==> src/rtl/pbled_pkg.sv <==
// Purpose: Constants and types for the pushbutton sequence decoder and status LED driver.
// Assumes: i_mclk runs at 100 MHz; times are counted in milliseconds.
// Notes: Blink on and off times are parameters because no exact values are fixed.
//
// How it works
// - Short pulse is high for 100 to 2000 ms.
// - One short pulse starts or cancels join.
// - Thirty second hold starts key generation.
// - Three short pulses start key test.
// - Four short pulses then 3 s hold resets.
// - Blink groups of three while reset hold continues.
// - On release, restore factory settings then restart.
// - Bad timing discarded; retry after 3 s low.
// - Otherwise LED follows the pushbutton line.
// - Administrator search shows repeating double quick blink.
// - Node search shows repeating single quick blink.
// - Key transfer shows repeating quick blink.
// - Transfer done shows six slow blinks.
// - Join cancel outside admin or node search shows two quick blinks once.
// - Pairing failure shows three slow blinks.
// - Long hold shows slow plus two quick blinks.
// - Key test shows one, two, three blinks thrice.
// - Idle LED off, on during radio activity.
package pbled_pkg;
	localparam int unsigned CLK_HZ = 100_000_000;
	localparam int unsigned MS_PER_S = 1000;
	localparam logic [16:0] MS_CYCLES = 17'(CLK_HZ / MS_PER_S);
	localparam logic [15:0] SHORT_MIN_MS = 16'd100;
	localparam logic [15:0] SHORT_MAX_MS = 16'd2000;
	localparam logic [15:0] GAP_MIN_MS = 16'd100;
	localparam logic [15:0] GAP_MAX_MS = 16'd2000;
	localparam logic [15:0] KEYGEN_HOLD_MS = 16'd30000;
	localparam logic [15:0] RESET_HOLD_MS = 16'd3000;
	localparam logic [15:0] RETRY_LOW_MS = 16'd3000;
	localparam logic [15:0] JOIN_SHOW_MS = 16'd30000;
	localparam logic [15:0] QUICK_ON_MS = 16'd100;
	localparam logic [15:0] QUICK_OFF_MS = 16'd150;
	localparam logic [15:0] SLOW_ON_MS = 16'd500;
	localparam logic [15:0] SLOW_OFF_MS = 16'd500;
	localparam logic [15:0] GROUP_GAP_MS = 16'd600;
	localparam logic [2:0] PRESS_JOIN = 3'h1;
	localparam logic [2:0] PRESS_TEST = 3'h3;
	localparam logic [2:0] PRESS_RESET = 3'h4;
	localparam logic [3:0] SIX_BLINKS = 4'h6;
	localparam logic [3:0] THREE_TIMES = 4'h3;
	localparam logic [1:0] KEY_NONE = 2'h0;
	localparam logic [1:0] KEY_NODE = 2'h1;
	localparam logic [1:0] KEY_ADMIN = 2'h2;

	typedef enum logic [4:0] {
		PB_IDLE = 5'h01,
		PB_HIGH = 5'h02,
		PB_LOW = 5'h04,
		PB_LONG = 5'h08,
		PB_LOCK = 5'h10
	} pbled_pb_t;

	typedef enum logic [7:0] {
		SH_NONE = 8'h01,
		SH_ADMIN = 8'h02,
		SH_NODE = 8'h04,
		SH_XFER = 8'h08,
		SH_DONE = 8'h10,
		SH_CANCEL = 8'h20,
		SH_FAIL = 8'h40,
		SH_KTEST = 8'h80
	} pbled_show_t;

	typedef struct packed {
		logic join_admin;
		logic join_node;
		logic xfer_active;
		logic xfer_done;
		logic fail;
		logic activity;
		logic join_busy;
		logic [1:0] key_state;
	} pbled_stat_t;

	typedef struct packed {
		logic join_toggle;
		logic keygen;
		logic key_test;
		logic factory_restore;
		logic restart;
	} pbled_req_t;
endpackage : pbled_pkg

==> src/rtl/pbled_top.sv <==
// Purpose: Decode pushbutton press sequences and drive the status LED line.
// Assumes: Pushbutton line is asynchronous; status inputs come from i_mclk logic.
// Notes: Request outputs are one-cycle pulses from flip-flops.
`timescale 1ns/1ns
module pbled_top
	import pbled_pkg::*;
#(
	parameter logic [15:0] P_QUICK_ON_MS = QUICK_ON_MS,
	parameter logic [15:0] P_QUICK_OFF_MS = QUICK_OFF_MS,
	parameter logic [15:0] P_SLOW_ON_MS = SLOW_ON_MS,
	parameter logic [15:0] P_SLOW_OFF_MS = SLOW_OFF_MS,
	parameter logic [16:0] P_MS_CYCLES = MS_CYCLES
) (
	input wire logic i_mclk,
	input wire logic i_rst,
	input wire logic i_pushbutton_line,
	input wire pbled_stat_t i_stat,
	output pbled_req_t o_req,
	output logic o_status_led_line
);

	////////////////////////////////////////////////////////////////////////
	// State.

	typedef struct packed {
		logic sync1;
		logic sync2;
		logic pb_prev;
		logic [16:0] div;
		logic tick;
		pbled_pb_t pb;
		logic [15:0] ivl;
		logic [2:0] presses;
		logic reset_armed;
		logic keygen_armed;
		pbled_req_t req;
		pbled_show_t show;
		logic [15:0] show_ms;
		logic [15:0] seg_ms;
		logic seg_on;
		logic [3:0] blink;
		logic [3:0] group;
		logic [3:0] groups;
		logic [3:0] grp_len;
		logic led;
		logic join_prev;
	} pbled_state_t;

	pbled_state_t st;
	pbled_state_t next_st;

	function automatic logic is_short(input logic [15:0] ms);
		is_short = (ms >= SHORT_MIN_MS) && (ms <= SHORT_MAX_MS);
	endfunction : is_short

	function automatic logic is_gap(input logic [15:0] ms);
		is_gap = (ms >= GAP_MIN_MS) && (ms <= GAP_MAX_MS);
	endfunction : is_gap

	function automatic logic [15:0] sat_inc(input logic [15:0] v);
		sat_inc = (v == 16'hffff) ? v : v + 16'h0001;
	endfunction : sat_inc

	////////////////////////////////////////////////////////////////////////
	// Next state.

	logic pb_s;
	logic rise;
	logic fall;
	logic [15:0] on_ms;
	logic [15:0] off_ms;
	logic quick;
	logic seg_end;

	always_comb begin
		next_st = st;
		next_st.req = '0;
		next_st.tick = 1'b0;
		pb_s = st.sync2;
		rise = pb_s && !st.pb_prev;
		fall = !pb_s && st.pb_prev;
		// Synchroniser and millisecond tick.
		next_st.sync1 = i_pushbutton_line;
		next_st.sync2 = st.sync1;
		next_st.pb_prev = st.sync2;
		if (st.div >= P_MS_CYCLES - 17'h00001) begin
			next_st.div = '0;
			next_st.tick = 1'b1;
		end else begin
			next_st.div = st.div + 17'h00001;
		end
		if (st.tick) begin
			next_st.ivl = sat_inc(st.ivl);
		end
		if (rise || fall) begin
			next_st.ivl = '0;
		end

		// Press sequence decoder.
		case (st.pb)
			PB_IDLE: begin
				next_st.presses = '0;
				if (rise) begin
					next_st.pb = PB_HIGH;
				end
			end
			PB_HIGH: begin
				if (st.presses == PRESS_RESET && st.ivl > RESET_HOLD_MS) begin
					next_st.reset_armed = 1'b1;
					next_st.pb = PB_LONG;
				end else if (st.presses == '0 && st.ivl >= KEYGEN_HOLD_MS) begin
					next_st.keygen_armed = 1'b1;
					next_st.pb = PB_LONG;
				end else if (fall) begin
					if (is_short(st.ivl) && st.presses < PRESS_RESET) begin
						next_st.presses = st.presses + 3'h1;
						next_st.pb = PB_LOW;
					end else begin
						next_st.pb = PB_LOCK;
					end
				end
			end
			PB_LOW: begin
				if (rise) begin
					next_st.pb = is_gap(st.ivl) ? PB_HIGH : PB_LOCK;
				end else if (st.ivl > GAP_MAX_MS) begin
					next_st.pb = PB_LOCK;
					if (st.presses == PRESS_JOIN) begin
						next_st.req.join_toggle = 1'b1;
						next_st.pb = PB_IDLE;
					end else if (st.presses == PRESS_TEST) begin
						next_st.req.key_test = 1'b1;
						next_st.pb = PB_IDLE;
					end
				end
			end
			PB_LONG: begin
				if (fall) begin
					next_st.req.keygen = st.keygen_armed;
					next_st.req.factory_restore = st.reset_armed;
					next_st.req.restart = st.reset_armed;
					next_st.keygen_armed = 1'b0;
					next_st.reset_armed = 1'b0;
					next_st.pb = PB_IDLE;
				end
			end
			PB_LOCK: begin
				if (pb_s) begin
					next_st.ivl = '0;
				end else if (st.ivl >= RETRY_LOW_MS) begin
					next_st.pb = PB_IDLE;
				end
			end
			default: begin
				next_st.pb = PB_IDLE;
			end
		endcase

		// Pattern selection, fixed priority, failure first.
		next_st.join_prev = i_stat.join_busy;
		if (i_stat.fail) begin
			next_st.show = SH_FAIL;
			next_st.groups = THREE_TIMES;
			next_st.grp_len = 4'h1;
		end else if (i_stat.xfer_done) begin
			next_st.show = SH_DONE;
			next_st.groups = SIX_BLINKS;
			next_st.grp_len = 4'h1;
		end else if (st.join_prev && !i_stat.join_busy && !i_stat.xfer_active) begin
			next_st.show = SH_CANCEL;
			next_st.groups = 4'h1;
			next_st.grp_len = 4'h2;
		end else if (st.req.key_test) begin
			next_st.show = SH_KTEST;
			next_st.groups = THREE_TIMES;
			next_st.grp_len = (i_stat.key_state == KEY_ADMIN) ? 4'h3 :
				(i_stat.key_state == KEY_NODE) ? 4'h2 : 4'h1;
		end else if (i_stat.xfer_active) begin
			next_st.show = SH_XFER;
			next_st.groups = '0;
			next_st.grp_len = 4'h1;
		end else if (st.show == SH_NONE && i_stat.join_admin) begin
			next_st.show = SH_ADMIN;
			next_st.groups = '0;
			next_st.grp_len = 4'h2;
		end else if (st.show == SH_NONE && i_stat.join_node) begin
			next_st.show = SH_NODE;
			next_st.groups = '0;
			next_st.grp_len = 4'h1;
		end
		if (next_st.show != st.show || st.req.key_test) begin
			next_st.show_ms = '0;
			next_st.seg_ms = '0;
			next_st.seg_on = 1'b1;
			next_st.blink = '0;
			next_st.group = '0;
		end

		// Blink generator.
		quick = !(st.show == SH_DONE || st.show == SH_FAIL);
		on_ms = quick ? P_QUICK_ON_MS : P_SLOW_ON_MS;
		off_ms = quick ? P_QUICK_OFF_MS : P_SLOW_OFF_MS;
		if (st.pb == PB_LONG) begin
			on_ms = (st.blink == '0) ? P_SLOW_ON_MS : P_QUICK_ON_MS;
			off_ms = (st.blink == '0) ? P_SLOW_OFF_MS : P_QUICK_OFF_MS;
		end
		if (st.blink == st.grp_len - 4'h1 && !st.seg_on) begin
			off_ms = off_ms + GROUP_GAP_MS;
		end
		seg_end = st.tick && (st.seg_ms + 16'h0001 >= (st.seg_on ? on_ms : off_ms));
		if (st.pb == PB_LONG && st.pb != next_st.pb) begin
			next_st.blink = '0;
			next_st.seg_on = 1'b1;
			next_st.seg_ms = '0;
		end else if (st.pb != PB_LONG && next_st.pb == PB_LONG) begin
			next_st.grp_len = next_st.reset_armed ? 4'h3 : 4'h3;
			next_st.blink = '0;
			next_st.seg_on = 1'b1;
			next_st.seg_ms = '0;
		end else if (st.tick && st.show != next_st.show) begin
			next_st.seg_ms = '0;
		end else if (seg_end) begin
			next_st.seg_ms = '0;
			next_st.seg_on = !st.seg_on;
			if (!st.seg_on) begin
				if (st.blink >= st.grp_len - 4'h1) begin
					next_st.blink = '0;
					next_st.group = st.group + 4'h1;
					if (st.groups != '0 && st.group + 4'h1 >= st.groups) begin
						next_st.show = SH_NONE;
					end
				end else begin
					next_st.blink = st.blink + 4'h1;
				end
			end
		end else if (st.tick) begin
			next_st.seg_ms = st.seg_ms + 16'h0001;
		end
		if (st.tick && next_st.show == st.show) begin
			next_st.show_ms = sat_inc(st.show_ms);
		end
		if (st.show == SH_ADMIN || st.show == SH_NODE) begin
			if (st.show_ms >= JOIN_SHOW_MS || !i_stat.join_busy) begin
				next_st.show = SH_NONE;
			end
		end
		if (st.show == SH_XFER && !i_stat.xfer_active) begin
			next_st.show = SH_NONE;
		end

		// LED output.
		if (st.pb == PB_LONG) begin
			next_st.led = st.seg_on;
		end else if (st.show != SH_NONE) begin
			next_st.led = st.seg_on;
		end else if (pb_s) begin
			next_st.led = 1'b1;
		end else begin
			next_st.led = i_stat.activity;
		end

		if (i_rst) begin
			next_st = '0;
			next_st.pb = PB_IDLE;
			next_st.show = SH_NONE;
		end
	end

	always_ff @(posedge i_mclk) begin
		st <= next_st;
	end

	assign o_req = st.req;
	assign o_status_led_line = st.led;
endmodule : pbled_top

==> config.mk <==
export PLATFORM = sky130hd
export DESIGN_NAME = pbled_top
export DESIGN_NICKNAME = d
export VERILOG_FILES = /design/src/rtl/pbled_pkg.sv /design/src/rtl/pbled_top.sv
export SDC_FILE = /design/constraint.sdc
export NUM_CORES = 1
export LEC_CHECK = 0
export BUFFER_PORTS_ARGS = -buffer_cell sky130_fd_sc_hd__buf_2
export CELL_PAD_IN_SITES_DETAIL_PLACEMENT = 1
export CELL_PAD_IN_SITES_GLOBAL_PLACEMENT = 1
export CORE_MARGIN = 2
export CORE_UTILIZATION = 43
export DETAILED_ROUTE_END_ITERATION = 8
export GPL_ROUTABILITY_DRIVEN = 0
export PLACE_DENSITY_LB_ADDON = 0.1
export SLEW_MARGIN = 20
export SYNTH_ARGS = -nofsm -noshare
export SYNTH_HDL_FRONTEND = slang
export SYNTH_SLANG_ARGS = --single-unit
export TNS_END_PERCENT = 20
==> constraint.sdc <==
create_clock -name i_mclk -period 4.1 [get_ports i_mclk]
set_input_delay 0.82 -clock i_mclk [delete_from_list [all_inputs] [get_ports i_mclk]]
set_output_delay 0.82 -clock i_mclk [all_outputs]
set_load 0.01 [all_outputs]
Word level (Yosys, flattened, before mapping)
Cells that the tools add are included.
- word-level logic and storage cells: 216
- bits of input ports: 12
- output and inout port bits: 6
- flip-flop bits (word level): 109
- magnitude comparators: 12
- bitwise gates (word level): 4
- multiplexer cells: 83
- eq/ne operators: 34
- reductions and logical operators: 49
- $add $sub $neg: 9
- operator list (cell ; number):
    $mux 16 ; 10
    $mux 8 ; 17
    $mux 5 ; 15
    $mux 9 ; 8
    $add 16x1->16 const B ; 3
    $mux 7 ; 6
    $mux 41 ; 1
    $eq 16x16->1 const B ; 2
    $ge 16x15->1 const B ; 2
    $pmux 5 s5 ; 1
    $mux 4 ; 6
    $logic_and 1x1->1 ; 18
    $add 17x1->17 const B ; 1
    $ge 17x17->1 const B ; 1
    $add 16x10->16 const B ; 1
    $ge 16x12->1 const B ; 1
    $ge 16x16->1 ; 1
    $ge 16x7->1 const B ; 1
    $gt 16x11->1 const B ; 1
    $gt 16x12->1 const B ; 1
    $le 16x11->1 const B ; 1
    $ne 2x2->1 const B ; 8
    $ne 8x8->1 ; 2
    $mux 3 ; 4
    49 further kinds ; 79

Longest topological paths before layout
- depth after elaboration: 20
- mapped depth: 20
- gate-level depth less buffers: 19

Worst setup path after synthesis
No wires, ideal clock.
- kind: register to register
- start point: register st[2] (netlist bit)
- end point: register st[40] (netlist bit)
- clock period less this slack: 4.394 ns
- library setup time: 0.122 ns
- arrival time: 4.273 ns
- cell stages (with the launch flop): 19
- path slack: -0.294 ns
- data required time: 3.978 ns
- path buffers: 0
- cells stage by stage: dfxtp_1 > inv_1 > ha_1 > xnor2_1 > ha_1 > and2_1 > nand3_1 > or2_2 > ha_1 > nor2b_1 > ha_1 > a21o_1 > a211o_1 > a221o_1 > a311o_1 > o41ai_4 > o31ai_2 > and2_4 > a221o_1
- cells in the longest elaborated chain, start to end: 15
- elaborated cells on any way between the ends: 20
- those cells by class: add/sub (1); order compare (2); eq/ne (3); mux (9); reduce/logical (5)
- RTL lines (what ; line ; text):
    from (decl) ; pbled_top.sv:49 ; pbled_state_t st;
    from (signal assigned) ; pbled_top.sv:270 ; st <= next_st;
    $sub 4x1->4 * ; pbled_top.sv:207, pbled_top.sv:226 ;
    $eq 4x4->1 ; pbled_top.sv:207 ; if (st.blink == st.grp_len - 4'h1 && !st.seg_on) begin
    $logic_and 1x1->1 ; pbled_top.sv:207 ;
    $mux 16 ; pbled_top.sv:207 ;
    $mux 16 ; pbled_top.sv:210 ; seg_end = st.tick && (st.seg_ms + 16'h0001 >= (st.seg_on ? on_ms : off_ms));
    $ge 16x16->1 ; pbled_top.sv:210 ;
    $logic_and 1x1->1 ; pbled_top.sv:210 ;
    $mux 8 * ; pbled_top.sv:222 ; end else if (seg_end) begin
    $mux 8 * ; pbled_top.sv:220 ; end else if (st.tick && st.show != next_st.show) begin
    $mux 8 * ; pbled_top.sv:215 ; end else if (st.pb != PB_LONG && next_st.pb == PB_LONG) begin
    $mux 8 * ; pbled_top.sv:211 ; if (st.pb == PB_LONG && st.pb != next_st.pb) begin
    $eq 8x8->1 * ; pbled_top.sv:239 ; if (st.tick && next_st.show == st.show) begin
    $logic_and 1x1->1 * ; pbled_top.sv:239 ;
    $ne 2x2->1 (no line) or $reduce_bool 2->1 (tied branches) ; n/a ;
    $reduce_and 2->1 (no line) ; n/a ;
Mark *: on every way between the ends. The rest lies on a longest branch, timed or not.
A chain may end at the register's enable or synchronous reset.

Final worst setup path
Ends and elaborated chain as after synthesis.

==> flow_summary.toml <==
[clock_network]
ctsHoldBuffers = 0
numCtsBuffers = 9
clockBufferDepth = 2
cts_tree = "done"
clk_latency_ns = 0.36
clockRootBuffer = "clkbuf_16"
clkTransAtPathRegs_ns = 0.08
ctsHtreeMaxLevel = 3
cts.sink_count = 109

[outcome]
violations = "setup timing"
status = "finished with violations"

[routing]
route.detailed.drc = 0
drt_iter0_markers = 272
vias = 6045
ant_nets = 0
wire_per_inst_um = 17.7
vias_per_cell = 5.84
wirelength_mm = 18.3
dr.pass1.iters = 4

[finish]
drive_above_1_share = 0.159
final-seq-area_um2 = 2180
fillCellCount = 1742
mostFrequentLayoutCells = "107 x dfxtp_1, 97 x nor2_1, 73 x nand2_1"
syn_to_final_growth_pct = 17.4
final_nets = 894
final_core_util = 0.515
diodes = 0
multi_input_area_um2 = 4060
final_common_cell = "dfxtp_1"
layout.cells.non_filler = 1035

[floorplanning]
ios = 18
initial_core_util = 0.439
core-area_um2 = 14500
die_y_um = 126
die-area_um2 = 15800
fp.dieW_um = 126
rows = 44

[timing]
tns_ns = -0.195
rsz0062_at_grt = "yes"
worst_pin_slew_ns = 0.758
period_needed_ns = 4.16
final.setup_skew_ns = 0.00787
max_slew_margin = 0.487
hold_violations = 0
slew_violations = 0
finalSetupViolCount = 8
fmax_mhz = 240
fin_crit_sh = 1.01
finalWorstSetupSlack_ns = -0.0591

[placed_design]
hpwl_mm = 13.0
portBuffers = 17
dp.cells = 1010
pre_cts_slack_ns = -0.232

[logic_synthesis]
yosys_warnings = 0
synth_cell_types = 74
synth-seq-cells = 109
synthCells = 808
syn_area_um2 = 6350
synth-edff-count = 0
ys_top_cells_by_area = "dfxtp_1 34%, ha_1 7.1%, nor2_1 6.0%"
yosys.area.top_type = "dfxtp_1"
async_reset_ff_frac = 0
ys_seq_area_frac = 0.344
synth_area_per_cell_um2 = 7.86
synth_top_area_share = 0.344
synth_nets = 856
synth_ff_type = "dfxtp_1"

[setup_path]
critPathLaunchType = "flop"
cp_slowest_cell = "dfxtp_2"
end_kind = "flop"
worstPathMaxFanout = 5
cp.arrival_ns = 4.47
critical_path_class = "flop to flop"
cpPeakStageDelay_ns = 0.36
crit_required_ns = 4.41
crit_chain = "inv_2 -> ha_4 -> xnor2_2 -> ha_1 -> and2_4 -> nand3_4 -> or2_4 -> ha_4 -> nor2b_4 -> ha_2 -> a21o_1 -> a211o_1 -> a221o_1 -> a311o_1 -> o41ai_4 -> buf_6 -> o311a_4 -> buf_12 -> buf_16 -> and3_4 -> a221o_1"

[pwr]
total_power_mw = 2.13
internal_power_mw = 1.57
switchingPower_mw = 0.556
cellPowerDensity_nw_per_um2 = 286
swShare = 0.261
power.leakage_nw = 2.82
seq_power_share = 0.509
peakVddDrop_mv = 0.202
p_comb_frac = 0.085
p_clk_frac = 0.407

[grt]
grt_pass1_wl_mm = 30.4
grt_use_met1 = 0.296
grt_busiest_layer = "met2"
grt_max_degree = 28
grt_usage = 0.233
grt.met3_usage = 0.0501
use_met2 = 0.403
first_global_vias = 6200
antenna_found_initial = 0
overflow = 0

[min_path]
hp-class = "flop to flop"

[run]
drv_cap = 0
## kinds of logic after synthesis
kind of cell,after synthesis,share of synthesized area
AO/OA/AOI/OAI,169,0.177
XOR/XNOR,41,0.0565
adder cells (fa/ha/maj),36,0.0709
buffers and inverters,76,0.0487
flip-flops,109,0.344
multiplexers,7,0.0114
AND/OR/NAND/NOR,370,0.292
## final timing paths
path                            slack, ns  cells past startpoint   start      to
worst max-delay path                -0.06                     21   st[2]  st[40]
worst min-delay path                 0.45                      2  st[34]  st[34]
worst max register to register      -0.06                     21   st[2]  st[40]
worst min register to register       0.45                      2  st[34]  st[34]
## routing by layer
metal,share of wire,vias to the layer above
met2,0.49,53
met1,0.47,3009
li1,-,2958
met5,0,-
met4,0.016,0
met3,0.024,25
## power by group through the flow
stage	Clock [mW]	Combinational [mW]	Sequential [mW]
2_1_floorplan	0	0.105	1.10
3_3_place_gp	0	0.160	1.11
3_5_place_dp	0	0.166	1.11
4_1_cts	0.885	0.177	1.08
5_1_grt	0.932	0.200	1.08
6_report	0.866	0.180	1.08
## critical path, delay by kind of cell, from the launching register on
family                   cells  cell delay (ns)
adder cells (fa/ha/maj)      4             0.74
buffers and inverters        4             0.45
AO/OA/AOI/OAI                7             1.64
XOR/XNOR                     1             0.12
AND/OR/NAND/NOR              5             0.78
flip-flops                   1             0.36
## cell usage after synthesis, types with 6 or more instances
cell type    n
nor2_1     101
o21ai_0     32
clkbuf_1    27
nand3_1     46
inv_1       38
dfxtp_1    109
nor4_1      13
a22oi_1      8
a31oi_1     14
a21o_1       7
xnor2_1     22
nand4_1     16
xor2_1      19
and4_1       6
nor2b_1     14
ha_1        36
or2_2        9
and3_1      16
nand2b_1    10
a21oi_1     49
nor4b_1      7
nor3_1      32
and2_1       8
nand2_1     73
## final cells by class
class                           count  share of cell area
Clock inverter                      6             0.00587
Inverter                           39              0.0196
Multi-Input combinational cell    623               0.545
Sequential cell                   109               0.293
Tap cell                          184              0.0309
Clock buffer                       10              0.0321
Timing Repair Buffer               64              0.0740
## metrics by stage
stage                     cell area (um2)  hold slack [ns]
after global routing                 7460            0.476
after CTS                            7310            0.445
after detailed placement             6820            0.427
after floorplan                      6370            0.414
after global placement               6820            0.432
final                                7460            0.453
## what timing repair did
| action | 4_1_cts | 5_1_grt |
|---|---|---|
| buffers inserted | 2 | 4 |
| setup endpoints to repair | 46 | 48 |
| cloned | 2 | 1 |
| pin swaps | 9 | 4 |
| resized for setup | 28 | 25 |
## registers in the layout, summed over array words and instances (netlist names)
register / cells
st: 103
o_req: 4
o_status_led_line: 1
pb_s: 1
(Power assumes the default switching activity.)
